[src/pkg/vpwl_pkg.sv]
package vpwl_pkg;
   // ----------------------------------------
   // clock and timing
   // ----------------------------------------
   localparam int CLK_HZ = 10_000_000;
   localparam int CLK_MHZ = CLK_HZ / 1_000_000;
   localparam int SOF_US = 200;
   localparam int EOF_US = 280;
   localparam int IFS_US = 300;
   localparam int SYM_MIN_US = 64;
   localparam int SOF_CYC = SOF_US * CLK_MHZ;
   localparam int EOF_CYC = EOF_US * CLK_MHZ;
   localparam int IFS_CYC = IFS_US * CLK_MHZ;
   localparam int SYM_MIN_CYC = SYM_MIN_US * CLK_MHZ;
   localparam int MUX_DIV = 10;
   localparam int RUN_W = 12;
   localparam int MAX_FRAME_BYTES = 12;
   // ----------------------------------------
   // filter
   // ----------------------------------------
   localparam logic [3:0] FILT_TOP = 4'hf;
   localparam logic [3:0] FILT_BOT = 4'h0;
   localparam logic LVL_PASSIVE = 1'b1;
   // ----------------------------------------
   // register map
   // ----------------------------------------
   localparam logic [7:0] OFS_CTRL = 8'h00;
   localparam logic [7:0] OFS_STAT = 8'h04;
   localparam logic [7:0] OFS_FLAG = 8'h08;
   localparam logic [7:0] OFS_TXB = 8'h0c;
   localparam logic [7:0] OFS_FILT = 8'h10;
   localparam logic [3:0] CTRL_RST = 4'h0;
   localparam int FLG_WAKE = 0;
   localparam int FLG_EOF = 1;
   localparam int FLG_INV = 2;
   localparam int FLG_SOF = 3;
   localparam int FLG_OVF = 4;
   localparam logic [1:0] RESP_OKAY = 2'h0;
   localparam logic [1:0] RESP_SLVERR = 2'h2;
   // ----------------------------------------
   // types
   // ----------------------------------------
   typedef enum logic [1:0] {
      MODE_RESET = 2'h0,
      MODE_RUN = 2'h1,
      MODE_WAIT = 2'h3,
      MODE_STOP = 2'h2
   } vpwl_mode_e;
   typedef struct packed {
      logic tx_level;
      logic ana_loop;
      logic dig_loop;
      logic wait_clock_stop_select;
   } vpwl_ctrl_s;
endpackage : vpwl_pkg

[src/core/vpwl_link.sv]
// Summary of operation
// - any chip reset source forces reset mode from every mode.
// - in reset mode registers take reset values, inputs are ignored; the register bus handshake is not reset and still answers reads and writes.
// - leave reset mode for run only after all reset sources drop.
// - wait instruction with select clear enters wait, clocks keep running.
// - stop, or wait with select set, enters stop and halts clocks.
// - in wait, first passive-to-active edge raises wake request, back to run.
// - in wait, a valid end of frame also raises a wake request.
// - in stop, bus activity raises wake request and restarts clocks.
// - digital loopback ties transmit to receive, bus not driven.
// - analog loopback keeps digital paths; after exit wait for idle bus.
// - filter samples on mux clock rise, steps on following fall.
// - counter counts up on high, down on low, saturates at 15 and 0.
// - counter at 15 sets the filtered output to one.
// - counter at 0 clears the filtered output to zero.
// - filtered output holds until the opposite end point.
// - clean edge reaches filtered output after 15 to 16 filter clocks.
// - inside a frame, filtered pulse shorter than shortest symbol flags invalid symbol.
// - frame holds at most 12 bytes.
// - every frame starts with a long active start symbol.
// - start symbol is kept out of the check-sum.
// - bus idle after inter-frame separation of 300 us expires.
`timescale 1ns/10ps
`default_nettype none
module vpwl_link #(
   parameter int MUX_DIV = vpwl_pkg::MUX_DIV
) (
   // clock and reset
   input wire logic i_clk,
   input wire logic i_rst,
   // chip reset sources
   input wire logic i_low_voltage_reset,
   input wire logic i_power_on_reset,
   input wire logic i_watchdog_reset_source,
   input wire logic i_reset_pin,
   // cpu power instructions
   input wire logic i_cpu_wait,
   input wire logic i_cpu_stop,
   // physical interface
   input wire logic i_rx_digital_in,
   output logic o_tx_digital_out,
   // power control
   output logic o_wake_req,
   output logic o_clk_run,
   // axi4-lite write address
   input wire logic i_awvalid,
   output logic o_awready,
   input wire logic [7:0] i_awaddr,
   // axi4-lite write data
   input wire logic i_wvalid,
   output logic o_wready,
   input wire logic [31:0] i_wdata,
   input wire logic [3:0] i_wstrb,
   // axi4-lite write response
   output logic o_bvalid,
   input wire logic i_bready,
   output logic [1:0] o_bresp,
   // axi4-lite read address
   input wire logic i_arvalid,
   output logic o_arready,
   input wire logic [7:0] i_araddr,
   // axi4-lite read data
   output logic o_rvalid,
   input wire logic i_rready,
   output logic [31:0] o_rdata,
   output logic [1:0] o_rresp
);
   // ----------------------------------------
   // declarations
   // ----------------------------------------
   vpwl_pkg::vpwl_mode_e mode_reg;
   vpwl_pkg::vpwl_ctrl_s ctrl_reg;
   logic hold, rise_tick, fall_tick, rx_src, samp_reg, fedge;
   logic filt_out_reg, filt_prev_reg, idle_reg, in_frame_reg, crc_win_reg;
   logic eof_ev, sof_ev, inv_ev, wake_ev, ovf_ev, ana_prev_reg, await_idle_reg;
   logic aw_held_reg, w_held_reg, wr_do, rd_ok;
   logic [3:0] filt_reg, byte_cnt_reg, wstrb_reg;
   logic [4:0] flag_reg;
   logic [7:0] div_reg, txb_reg, waddr_reg;
   logic [31:0] wdata_reg, rd_word;
   logic [vpwl_pkg::RUN_W-1:0] run_reg;
   function automatic logic [vpwl_pkg::RUN_W-1:0] sat_inc(
      input logic [vpwl_pkg::RUN_W-1:0] v
   );
      sat_inc = (&v) ? v : v + 1'b1;
   endfunction : sat_inc
   function automatic logic mapped(input logic [7:0] a);
      mapped = (a == vpwl_pkg::OFS_CTRL) || (a == vpwl_pkg::OFS_STAT) ||
         (a == vpwl_pkg::OFS_FLAG) || (a == vpwl_pkg::OFS_TXB) ||
         (a == vpwl_pkg::OFS_FILT);
   endfunction : mapped

   // ----------------------------------------
   // operating mode
   // ----------------------------------------
   assign hold = i_low_voltage_reset | i_power_on_reset |
      i_watchdog_reset_source | i_reset_pin;
   always_ff @(posedge i_clk or posedge i_rst) begin
      if (i_rst) begin
         mode_reg <= vpwl_pkg::MODE_RESET;
      end else if (hold) begin
         mode_reg <= vpwl_pkg::MODE_RESET;
      end else begin
         unique case (mode_reg)
            vpwl_pkg::MODE_RESET: mode_reg <= vpwl_pkg::MODE_RUN;
            vpwl_pkg::MODE_RUN: begin
               if (i_cpu_stop ||
                  (i_cpu_wait && ctrl_reg.wait_clock_stop_select)) begin
                  mode_reg <= vpwl_pkg::MODE_STOP;
               end else if (i_cpu_wait) begin
                  mode_reg <= vpwl_pkg::MODE_WAIT;
               end
            end
            vpwl_pkg::MODE_WAIT, vpwl_pkg::MODE_STOP: begin
               if (wake_ev) begin
                  mode_reg <= vpwl_pkg::MODE_RUN;
               end
            end
         endcase
      end
   end

   // wake on first active edge or end of frame in wait, raw activity in stop
   assign wake_ev = ((mode_reg == vpwl_pkg::MODE_WAIT) && ((fedge && !filt_out_reg) || eof_ev)) ||
      ((mode_reg == vpwl_pkg::MODE_STOP) && (rx_src != vpwl_pkg::LVL_PASSIVE));

   always_ff @(posedge i_clk or posedge i_rst) begin
      if (i_rst) begin
         o_wake_req <= 1'b0;
      end else begin
         o_wake_req <= wake_ev & ~hold;
      end
   end
   assign o_clk_run = (mode_reg != vpwl_pkg::MODE_STOP);

   // ----------------------------------------
   // mux interface clock
   // ----------------------------------------
   always_ff @(posedge i_clk or posedge i_rst) begin
      if (i_rst) begin
         div_reg <= 8'h00;
      end else if (hold || !o_clk_run) begin
         div_reg <= 8'h00;
      end else if (div_reg == 8'(MUX_DIV - 1)) begin
         div_reg <= 8'h00;
      end else begin
         div_reg <= div_reg + 8'h01;
      end
   end
   assign rise_tick = o_clk_run && (div_reg == 8'h00);
   assign fall_tick = o_clk_run && (div_reg == 8'(MUX_DIV / 2));

   // ----------------------------------------
   // loopback and transmit
   // ----------------------------------------
   assign rx_src = ctrl_reg.dig_loop ? ctrl_reg.tx_level : i_rx_digital_in;
   always_ff @(posedge i_clk or posedge i_rst) begin
      if (i_rst) begin
         ana_prev_reg <= 1'b0;
         await_idle_reg <= 1'b0;
      end else if (hold) begin
         ana_prev_reg <= 1'b0;
         await_idle_reg <= 1'b0;
      end else begin
         ana_prev_reg <= ctrl_reg.ana_loop;
         if (ana_prev_reg && !ctrl_reg.ana_loop) begin
            await_idle_reg <= 1'b1;
         end else if (idle_reg) begin
            await_idle_reg <= 1'b0;
         end
      end
   end

   // bus left passive in digital loopback and while waiting for idle
   always_ff @(posedge i_clk or posedge i_rst) begin
      if (i_rst) begin
         o_tx_digital_out <= vpwl_pkg::LVL_PASSIVE;
      end else if (hold || ctrl_reg.dig_loop || await_idle_reg) begin
         o_tx_digital_out <= vpwl_pkg::LVL_PASSIVE;
      end else begin
         o_tx_digital_out <= ctrl_reg.tx_level;
      end
   end

   // ----------------------------------------
   // receive noise filter
   // ----------------------------------------
   always_ff @(posedge i_clk or posedge i_rst) begin
      if (i_rst) begin
         samp_reg <= vpwl_pkg::LVL_PASSIVE;
      end else if (hold) begin
         samp_reg <= vpwl_pkg::LVL_PASSIVE;
      end else if (rise_tick) begin
         samp_reg <= rx_src;
      end
   end
   always_ff @(posedge i_clk or posedge i_rst) begin
      if (i_rst) begin
         filt_reg <= vpwl_pkg::FILT_TOP;
      end else if (hold) begin
         filt_reg <= vpwl_pkg::FILT_TOP;
      end else if (fall_tick) begin
         if (samp_reg && filt_reg != vpwl_pkg::FILT_TOP) begin
            filt_reg <= filt_reg + 4'h1;
         end else if (!samp_reg && filt_reg != vpwl_pkg::FILT_BOT) begin
            filt_reg <= filt_reg - 4'h1;
         end
      end
   end
   // latch changes only at the end points, giving 15 to 16 period delay
   always_ff @(posedge i_clk or posedge i_rst) begin
      if (i_rst) begin
         filt_out_reg <= 1'b1;
         filt_prev_reg <= 1'b1;
      end else if (hold) begin
         filt_out_reg <= 1'b1;
         filt_prev_reg <= 1'b1;
      end else begin
         filt_prev_reg <= filt_out_reg;
         if (filt_reg == vpwl_pkg::FILT_TOP) begin
            filt_out_reg <= 1'b1;
         end else if (filt_reg == vpwl_pkg::FILT_BOT) begin
            filt_out_reg <= 1'b0;
         end
      end
   end
   assign fedge = filt_out_reg != filt_prev_reg;

   // ----------------------------------------
   // symbol timing on the filtered signal
   // ----------------------------------------
   always_ff @(posedge i_clk or posedge i_rst) begin
      if (i_rst) begin
         run_reg <= '0;
      end else if (hold || fedge) begin
         run_reg <= '0;
      end else begin
         run_reg <= sat_inc(run_reg);
      end
   end
   assign inv_ev = fedge && in_frame_reg &&
      (run_reg < vpwl_pkg::RUN_W'(vpwl_pkg::SYM_MIN_CYC));
   assign sof_ev = fedge && filt_out_reg && !in_frame_reg &&
      (run_reg >= vpwl_pkg::RUN_W'(vpwl_pkg::SOF_CYC));
   assign eof_ev = in_frame_reg && filt_out_reg &&
      (run_reg == vpwl_pkg::RUN_W'(vpwl_pkg::EOF_CYC));
   always_ff @(posedge i_clk or posedge i_rst) begin
      if (i_rst) begin
         in_frame_reg <= 1'b0;
         crc_win_reg <= 1'b0;
         idle_reg <= 1'b1;
      end else if (hold) begin
         in_frame_reg <= 1'b0;
         crc_win_reg <= 1'b0;
         idle_reg <= 1'b1;
      end else begin
         if (sof_ev) begin
            in_frame_reg <= 1'b1;
            crc_win_reg <= 1'b1;
         end else if (eof_ev) begin
            in_frame_reg <= 1'b0;
            crc_win_reg <= 1'b0;
         end
         if (!filt_out_reg) begin
            idle_reg <= 1'b0;
         end else if (run_reg >= vpwl_pkg::RUN_W'(vpwl_pkg::IFS_CYC)) begin
            idle_reg <= 1'b1;
         end
      end
   end

   // ----------------------------------------
   // frame bytes and sticky flags
   // ----------------------------------------
   assign ovf_ev = wr_do && (waddr_reg == vpwl_pkg::OFS_TXB) &&
      (byte_cnt_reg == 4'(vpwl_pkg::MAX_FRAME_BYTES));
   always_ff @(posedge i_clk or posedge i_rst) begin
      if (i_rst) begin
         txb_reg <= 8'h00;
         byte_cnt_reg <= 4'h0;
      end else if (hold || eof_ev) begin
         txb_reg <= 8'h00;
         byte_cnt_reg <= 4'h0;
      end else if (wr_do && waddr_reg == vpwl_pkg::OFS_TXB && !ovf_ev &&
         wstrb_reg[0]) begin
         txb_reg <= wdata_reg[7:0];
         byte_cnt_reg <= byte_cnt_reg + 4'h1;
      end
   end

   // set wins over write-one-to-clear
   always_ff @(posedge i_clk or posedge i_rst) begin
      if (i_rst) begin
         flag_reg <= 5'h00;
      end else if (hold) begin
         flag_reg <= 5'h00;
      end else begin
         flag_reg <= (flag_reg & ~((wr_do && waddr_reg == vpwl_pkg::OFS_FLAG &&
            wstrb_reg[0]) ? wdata_reg[4:0] : 5'h00)) |
            {ovf_ev, sof_ev, inv_ev, eof_ev, wake_ev};
      end
   end

   // ----------------------------------------
   // axi4-lite write
   // ----------------------------------------
   assign o_awready = !aw_held_reg;
   assign o_wready = !w_held_reg;
   assign wr_do = aw_held_reg && w_held_reg && !o_bvalid;
   always_ff @(posedge i_clk or posedge i_rst) begin
      if (i_rst) begin
         aw_held_reg <= 1'b0;
         w_held_reg <= 1'b0;
         waddr_reg <= 8'h00;
         wdata_reg <= 32'h0;
         wstrb_reg <= 4'h0;
      end else begin
         if (i_awvalid && o_awready) begin
            aw_held_reg <= 1'b1;
            waddr_reg <= {i_awaddr[7:2], 2'b00};
         end else if (wr_do) begin
            aw_held_reg <= 1'b0;
         end
         if (i_wvalid && o_wready) begin
            w_held_reg <= 1'b1;
            wdata_reg <= i_wdata;
            wstrb_reg <= i_wstrb;
         end else if (wr_do) begin
            w_held_reg <= 1'b0;
         end
      end
   end

   always_ff @(posedge i_clk or posedge i_rst) begin
      if (i_rst) begin
         o_bvalid <= 1'b0;
         o_bresp <= vpwl_pkg::RESP_OKAY;
      end else if (wr_do) begin
         o_bvalid <= 1'b1;
         o_bresp <= mapped(waddr_reg) ? vpwl_pkg::RESP_OKAY : vpwl_pkg::RESP_SLVERR;
      end else if (i_bready) begin
         o_bvalid <= 1'b0;
      end
   end

   always_ff @(posedge i_clk or posedge i_rst) begin
      if (i_rst) begin
         ctrl_reg <= vpwl_pkg::CTRL_RST;
      end else if (hold) begin
         ctrl_reg <= vpwl_pkg::CTRL_RST;
      end else if (wr_do && waddr_reg == vpwl_pkg::OFS_CTRL && wstrb_reg[0]) begin
         ctrl_reg <= wdata_reg[3:0];
      end
   end

   // ----------------------------------------
   // axi4-lite read
   // ----------------------------------------
   assign o_arready = !o_rvalid;
   always_comb begin
      rd_word = 32'h0;
      rd_ok = 1'b1;
      unique case ({i_araddr[7:2], 2'b00})
         vpwl_pkg::OFS_CTRL: rd_word = {28'h0, ctrl_reg};
         vpwl_pkg::OFS_STAT: rd_word = {26'h0, crc_win_reg, await_idle_reg,
            idle_reg, filt_out_reg, mode_reg};
         vpwl_pkg::OFS_FLAG: rd_word = {27'h0, flag_reg};
         vpwl_pkg::OFS_TXB: rd_word = {20'h0, byte_cnt_reg, txb_reg};
         vpwl_pkg::OFS_FILT: rd_word = {28'h0, filt_reg};
         default: rd_ok = 1'b0;
      endcase
   end

   always_ff @(posedge i_clk or posedge i_rst) begin
      if (i_rst) begin
         o_rvalid <= 1'b0;
         o_rdata <= 32'h0;
         o_rresp <= vpwl_pkg::RESP_OKAY;
      end else if (i_arvalid && o_arready) begin
         o_rvalid <= 1'b1;
         o_rdata <= rd_word;
         o_rresp <= rd_ok ? vpwl_pkg::RESP_OKAY : vpwl_pkg::RESP_SLVERR;
      end else if (i_rready) begin
         o_rvalid <= 1'b0;
      end
   end
endmodule : vpwl_link
`default_nettype wire

[config.mk]
export PLATFORM = sky130hd
export DESIGN_NAME = vpwl_link
export DESIGN_NICKNAME = d
export VERILOG_FILES = /design/src/pkg/vpwl_pkg.sv /design/src/core/vpwl_link.sv
export SDC_FILE = /design/constraint.sdc
export NUM_CORES = 1
export LEC_CHECK = 0
export ABC_CLOCK_PERIOD_IN_PS = 4570
export BUFFER_PORTS_ARGS = -buffer_cell sky130_fd_sc_hd__buf_2
export CAP_MARGIN = 0
export CORE_MARGIN = 2
export CORE_UTILIZATION = 30
export CTS_BUF_LIST = sky130_fd_sc_hd__clkbuf_4 sky130_fd_sc_hd__clkbuf_8
export DETAILED_ROUTE_END_ITERATION = 10
export HOLD_SLACK_MARGIN = 0.02
export PLACE_DENSITY_LB_ADDON = 0.08
export SETUP_SLACK_MARGIN = 0.5
export SLEW_MARGIN = 25
export SYNTH_ARGS = -nofsm -noshare
export SYNTH_HDL_FRONTEND = slang
export SYNTH_SLANG_ARGS = --single-unit
[constraint.sdc]
create_clock -name i_clk -period 4.57 [get_ports i_clk]
set_input_delay 0.914 -clock i_clk [delete_from_list [all_inputs] [get_ports i_clk]]
set_output_delay 0.914 -clock i_clk [all_outputs]
set_load 0.005 [all_outputs]
==> flow_summary.ini <==
[timing]
setup_violations = 0
grt_setup_unrepaired = false
finalHoldViolCount = 0
slew_violations = 0
finClkSkew_ps = 15.0
fmax_mhz = 408
worstMarginPinSlew_ps = 930
fin_crit_sh = 0.537
slew_headroom = 0.370
worst_slack_ps = 2120
period_needed_ps = 2450
tns_ps = 0

[routing]
drt_drc_violations_left = 0
drt-vias-per-instance = 4.92
totalWireLength_mm = 10.7
vias = 3471
ant_nets = 0
firstDrtPassIters = 4
wl_per_cell_um = 15.2
drtIter0Drc = 151

[floorplan]
placementRows = 45
start_util = 0.306
die_h_um = 128
die_w_um = 128
coreArea_um2 = 15100
dieArea_um2 = 16400
ios = 110

[worst_setup_path]
crit_fanout = 14
crit_path_start_kind = flip-flop
arrival_ps = 2760
r2r_start = waddr_reg[5]$_DFFE_PP0P_
critPathKind = reg -> reg
crit_path_start = waddr_reg[5]$_DFFE_PP0P_
end_kind = flip-flop
critPathRequiredTime_ps = 4870

[grt]
grt_max_degree = 42
grt_pass1_vias = 3356
grt_pass1_wl_mm = 17.7
grt_overflow = 0
antenna_found_initial = 0
grt_use_total = 0.138

[min_path]
hp-start = o_rdata[7]$_DFFE_PP0P_
hold_path_class = reg -> reg

[power_and_ir_drop]
p_leak_nw = 2.32
powerDensity_nw_per_um2 = 340
vdd_drop_max_uv = 127
power.total_mw = 1.77

[synthesis]
synthFlopType = dfrtp_1
synthMuxAreaShare = 0.0822
synth_edf_count = 0
synth_compound_area_frac = 0.124
synth_top_family_by_area = simple AND/OR/NAND/NOR gates
yosys_warnings = 0
synth_xor_area_frac = 0.0151
synthArstFlopShare = 1.00
syn_inst = 461
syn_avg_cell_area_um2 = 10.0
yosysUniqueCellTypes = 61
syn_area_um2 = 4630
ys_seq_area_frac = 0.484
yosys.area_share.simple = 0.192
synthAdderAreaFrac = 0.0341
ys_ff_latch = 89

[clocking]
cts_setup_buffers = 0
cts.clk_slew.worst_paths_ps = 100
clockBufferDepth = 2
htree_levels = 3
clockRootBuffer = clkbuf_8
clk_latency_ps = 380
ctsResizeCount = 0
cts_sinks = 89
tritoncts = done
cts-hold-fix-buffers = 0
cts_buffers = 9

[cells_and_area]
stdcell_count = 705
n_fill_cell = 1567
drive_above_1_share = 0.213
ff_latch_area_um2 = 2240
antenna_cells = 0
multi_input_area_um2 = 2160
nets = 590
area_growth_pct = 12.2

[placement]
dp_slack_ps = 1920
place_congestion = 0.795
dp.cells = 689
dp.final_hpwl_mm = 7.93
port-buffer-count = 56

[run_status]
status = finished clean

[job]
drv_cap = 0
==> synth_stat cells, drive strengths merged, types with 3 or more instances <==
| cell type | number | area, um2 |
|---|---|---|
| dfrtp | 80 | 2000 |
| a22oi | 4 | 30.0 |
| inv | 20 | 75.1 |
| nor2b | 5 | 38.8 |
| mux2i | 20 | 200 |
| mux2 | 16 | 180 |
| a211oi | 4 | 30.0 |
| o31ai | 4 | 30.0 |
| ha | 11 | 138 |
| nor4 | 7 | 50.1 |
| nor2 | 40 | 150 |
| xnor2 | 6 | 52.6 |
| dfstp | 9 | 236 |
| nor3 | 13 | 65.1 |
| o21ai | 13 | 65.1 |
| nand2b | 8 | 50.1 |
| nand4 | 4 | 25.0 |
| nand2 | 37 | 139 |
| buf | 26 | 188 |
| a21oi | 22 | 110 |
| a311oi | 3 | 32.5 |
| a31oi | 11 | 75.1 |
| or4 | 7 | 52.6 |
| and2 | 6 | 37.5 |
| nand3 | 20 | 100 |
| o2111ai | 3 | 26.3 |
| o211ai | 3 | 22.5 |
| clkbuf | 14 | 52.6 |
| a31o | 3 | 26.3 |
| and4 | 4 | 35.0 |
| and3 | 9 | 57.6 |
==> layout by cell type (no fill, tap or decap), types with 4 or more instances in the layout <==
cell type  instances
a211oi_1           4
a21oi_1           22
a22oi_1            4
a31oi_1           10
and2_1             6
and3_1             8
and4_1             4
buf_2             56
clkbuf_8          10
conb_1            22
dfrtp_1           80
dfstp_2            9
ha_1              11
inv_1             19
mux2_2            16
mux2i_1           20
nand2_1           37
nand2b_1           8
nand3_1           20
nand4_1            4
nor2_1            40
nor3_1            13
nor4_1             6
o21ai_0           13
o31ai_1            4
or4_1              7
xnor2_1            6
==> final timing paths <==
check,to,slack (ps),cells after the start
setup / recovery,byte_cnt_reg[3]$_DFFE_PP0P_,2120,4
hold / removal,o_rdata[7]$_DFFE_PP0P_,470,2
setup reg to reg,byte_cnt_reg[3]$_DFFE_PP0P_,2120,4
hold reg to reg,o_rdata[7]$_DFFE_PP0P_,470,2
max in group asynchronous,o_tx_digital_out$_DFF_PP1_,3040,3
min in group asynchronous,waddr_reg[5]$_DFFE_PP0P_,630,2
==> power breakdown <==
part | total (mW) | switching [mW] | internal, mW
Sequential | 0.973 | 0.0883 | 0.885
Combinational | 0.261 | 0.125 | 0.136
Clock | 0.531 | 0.312 | 0.219
Total | 1.77 | 0.526 | 1.24
==> cells by family after synthesis <==
kind of cell	after synthesis
AO/OA/AOI/OAI	84
XOR/XNOR	8
adder cells (fa/ha/maj)	12
buffers and inverters	60
flip-flops	89
multiplexers	36
other	1
AND/OR/NAND/NOR	171
==> through the flow <==
stage / cell area [um2] / utilization / hold WS [ps]
2_1_floorplan: 4710 / - / 444
3_5_place_dp: 5010 / 0.331 / 451
6_report: 5190 / 0.343 / 467
4_1_cts: 5190 / 0.343 / 475
5_1_grt: 5190 / 0.343 / 493
3_3_place_gp: 5010 / 0.331 / 446
==> critical path, cell delays in order, from the launching register on <==
cell     delay (ps)
dfrtp_1         390
nor3_1          450
nand4_1         790
or3_1           610
a21oi_1         140
==> layer usage <==
layer / track usage / up-vias / wire, um
li1: - / 1712 / -
met1: 0.190 / 1663 / 5220
met2: 0.214 / 82 / 4900
met3: 0.0242 / 14 / 408
met4: 0.0582 / 0 / 210
met5: 0 / - / 0
==> final cells by class <==
class                   count  area share
clock buffers              10      0.0265
clock inverters             6     0.00939
inverters                  20      0.0147
multi-input cells         333       0.415
flip-flops and latches     89       0.431
well taps                 188      0.0453
repair buffers             59      0.0583
Note: power is estimated with default switching activity, not from simulation.
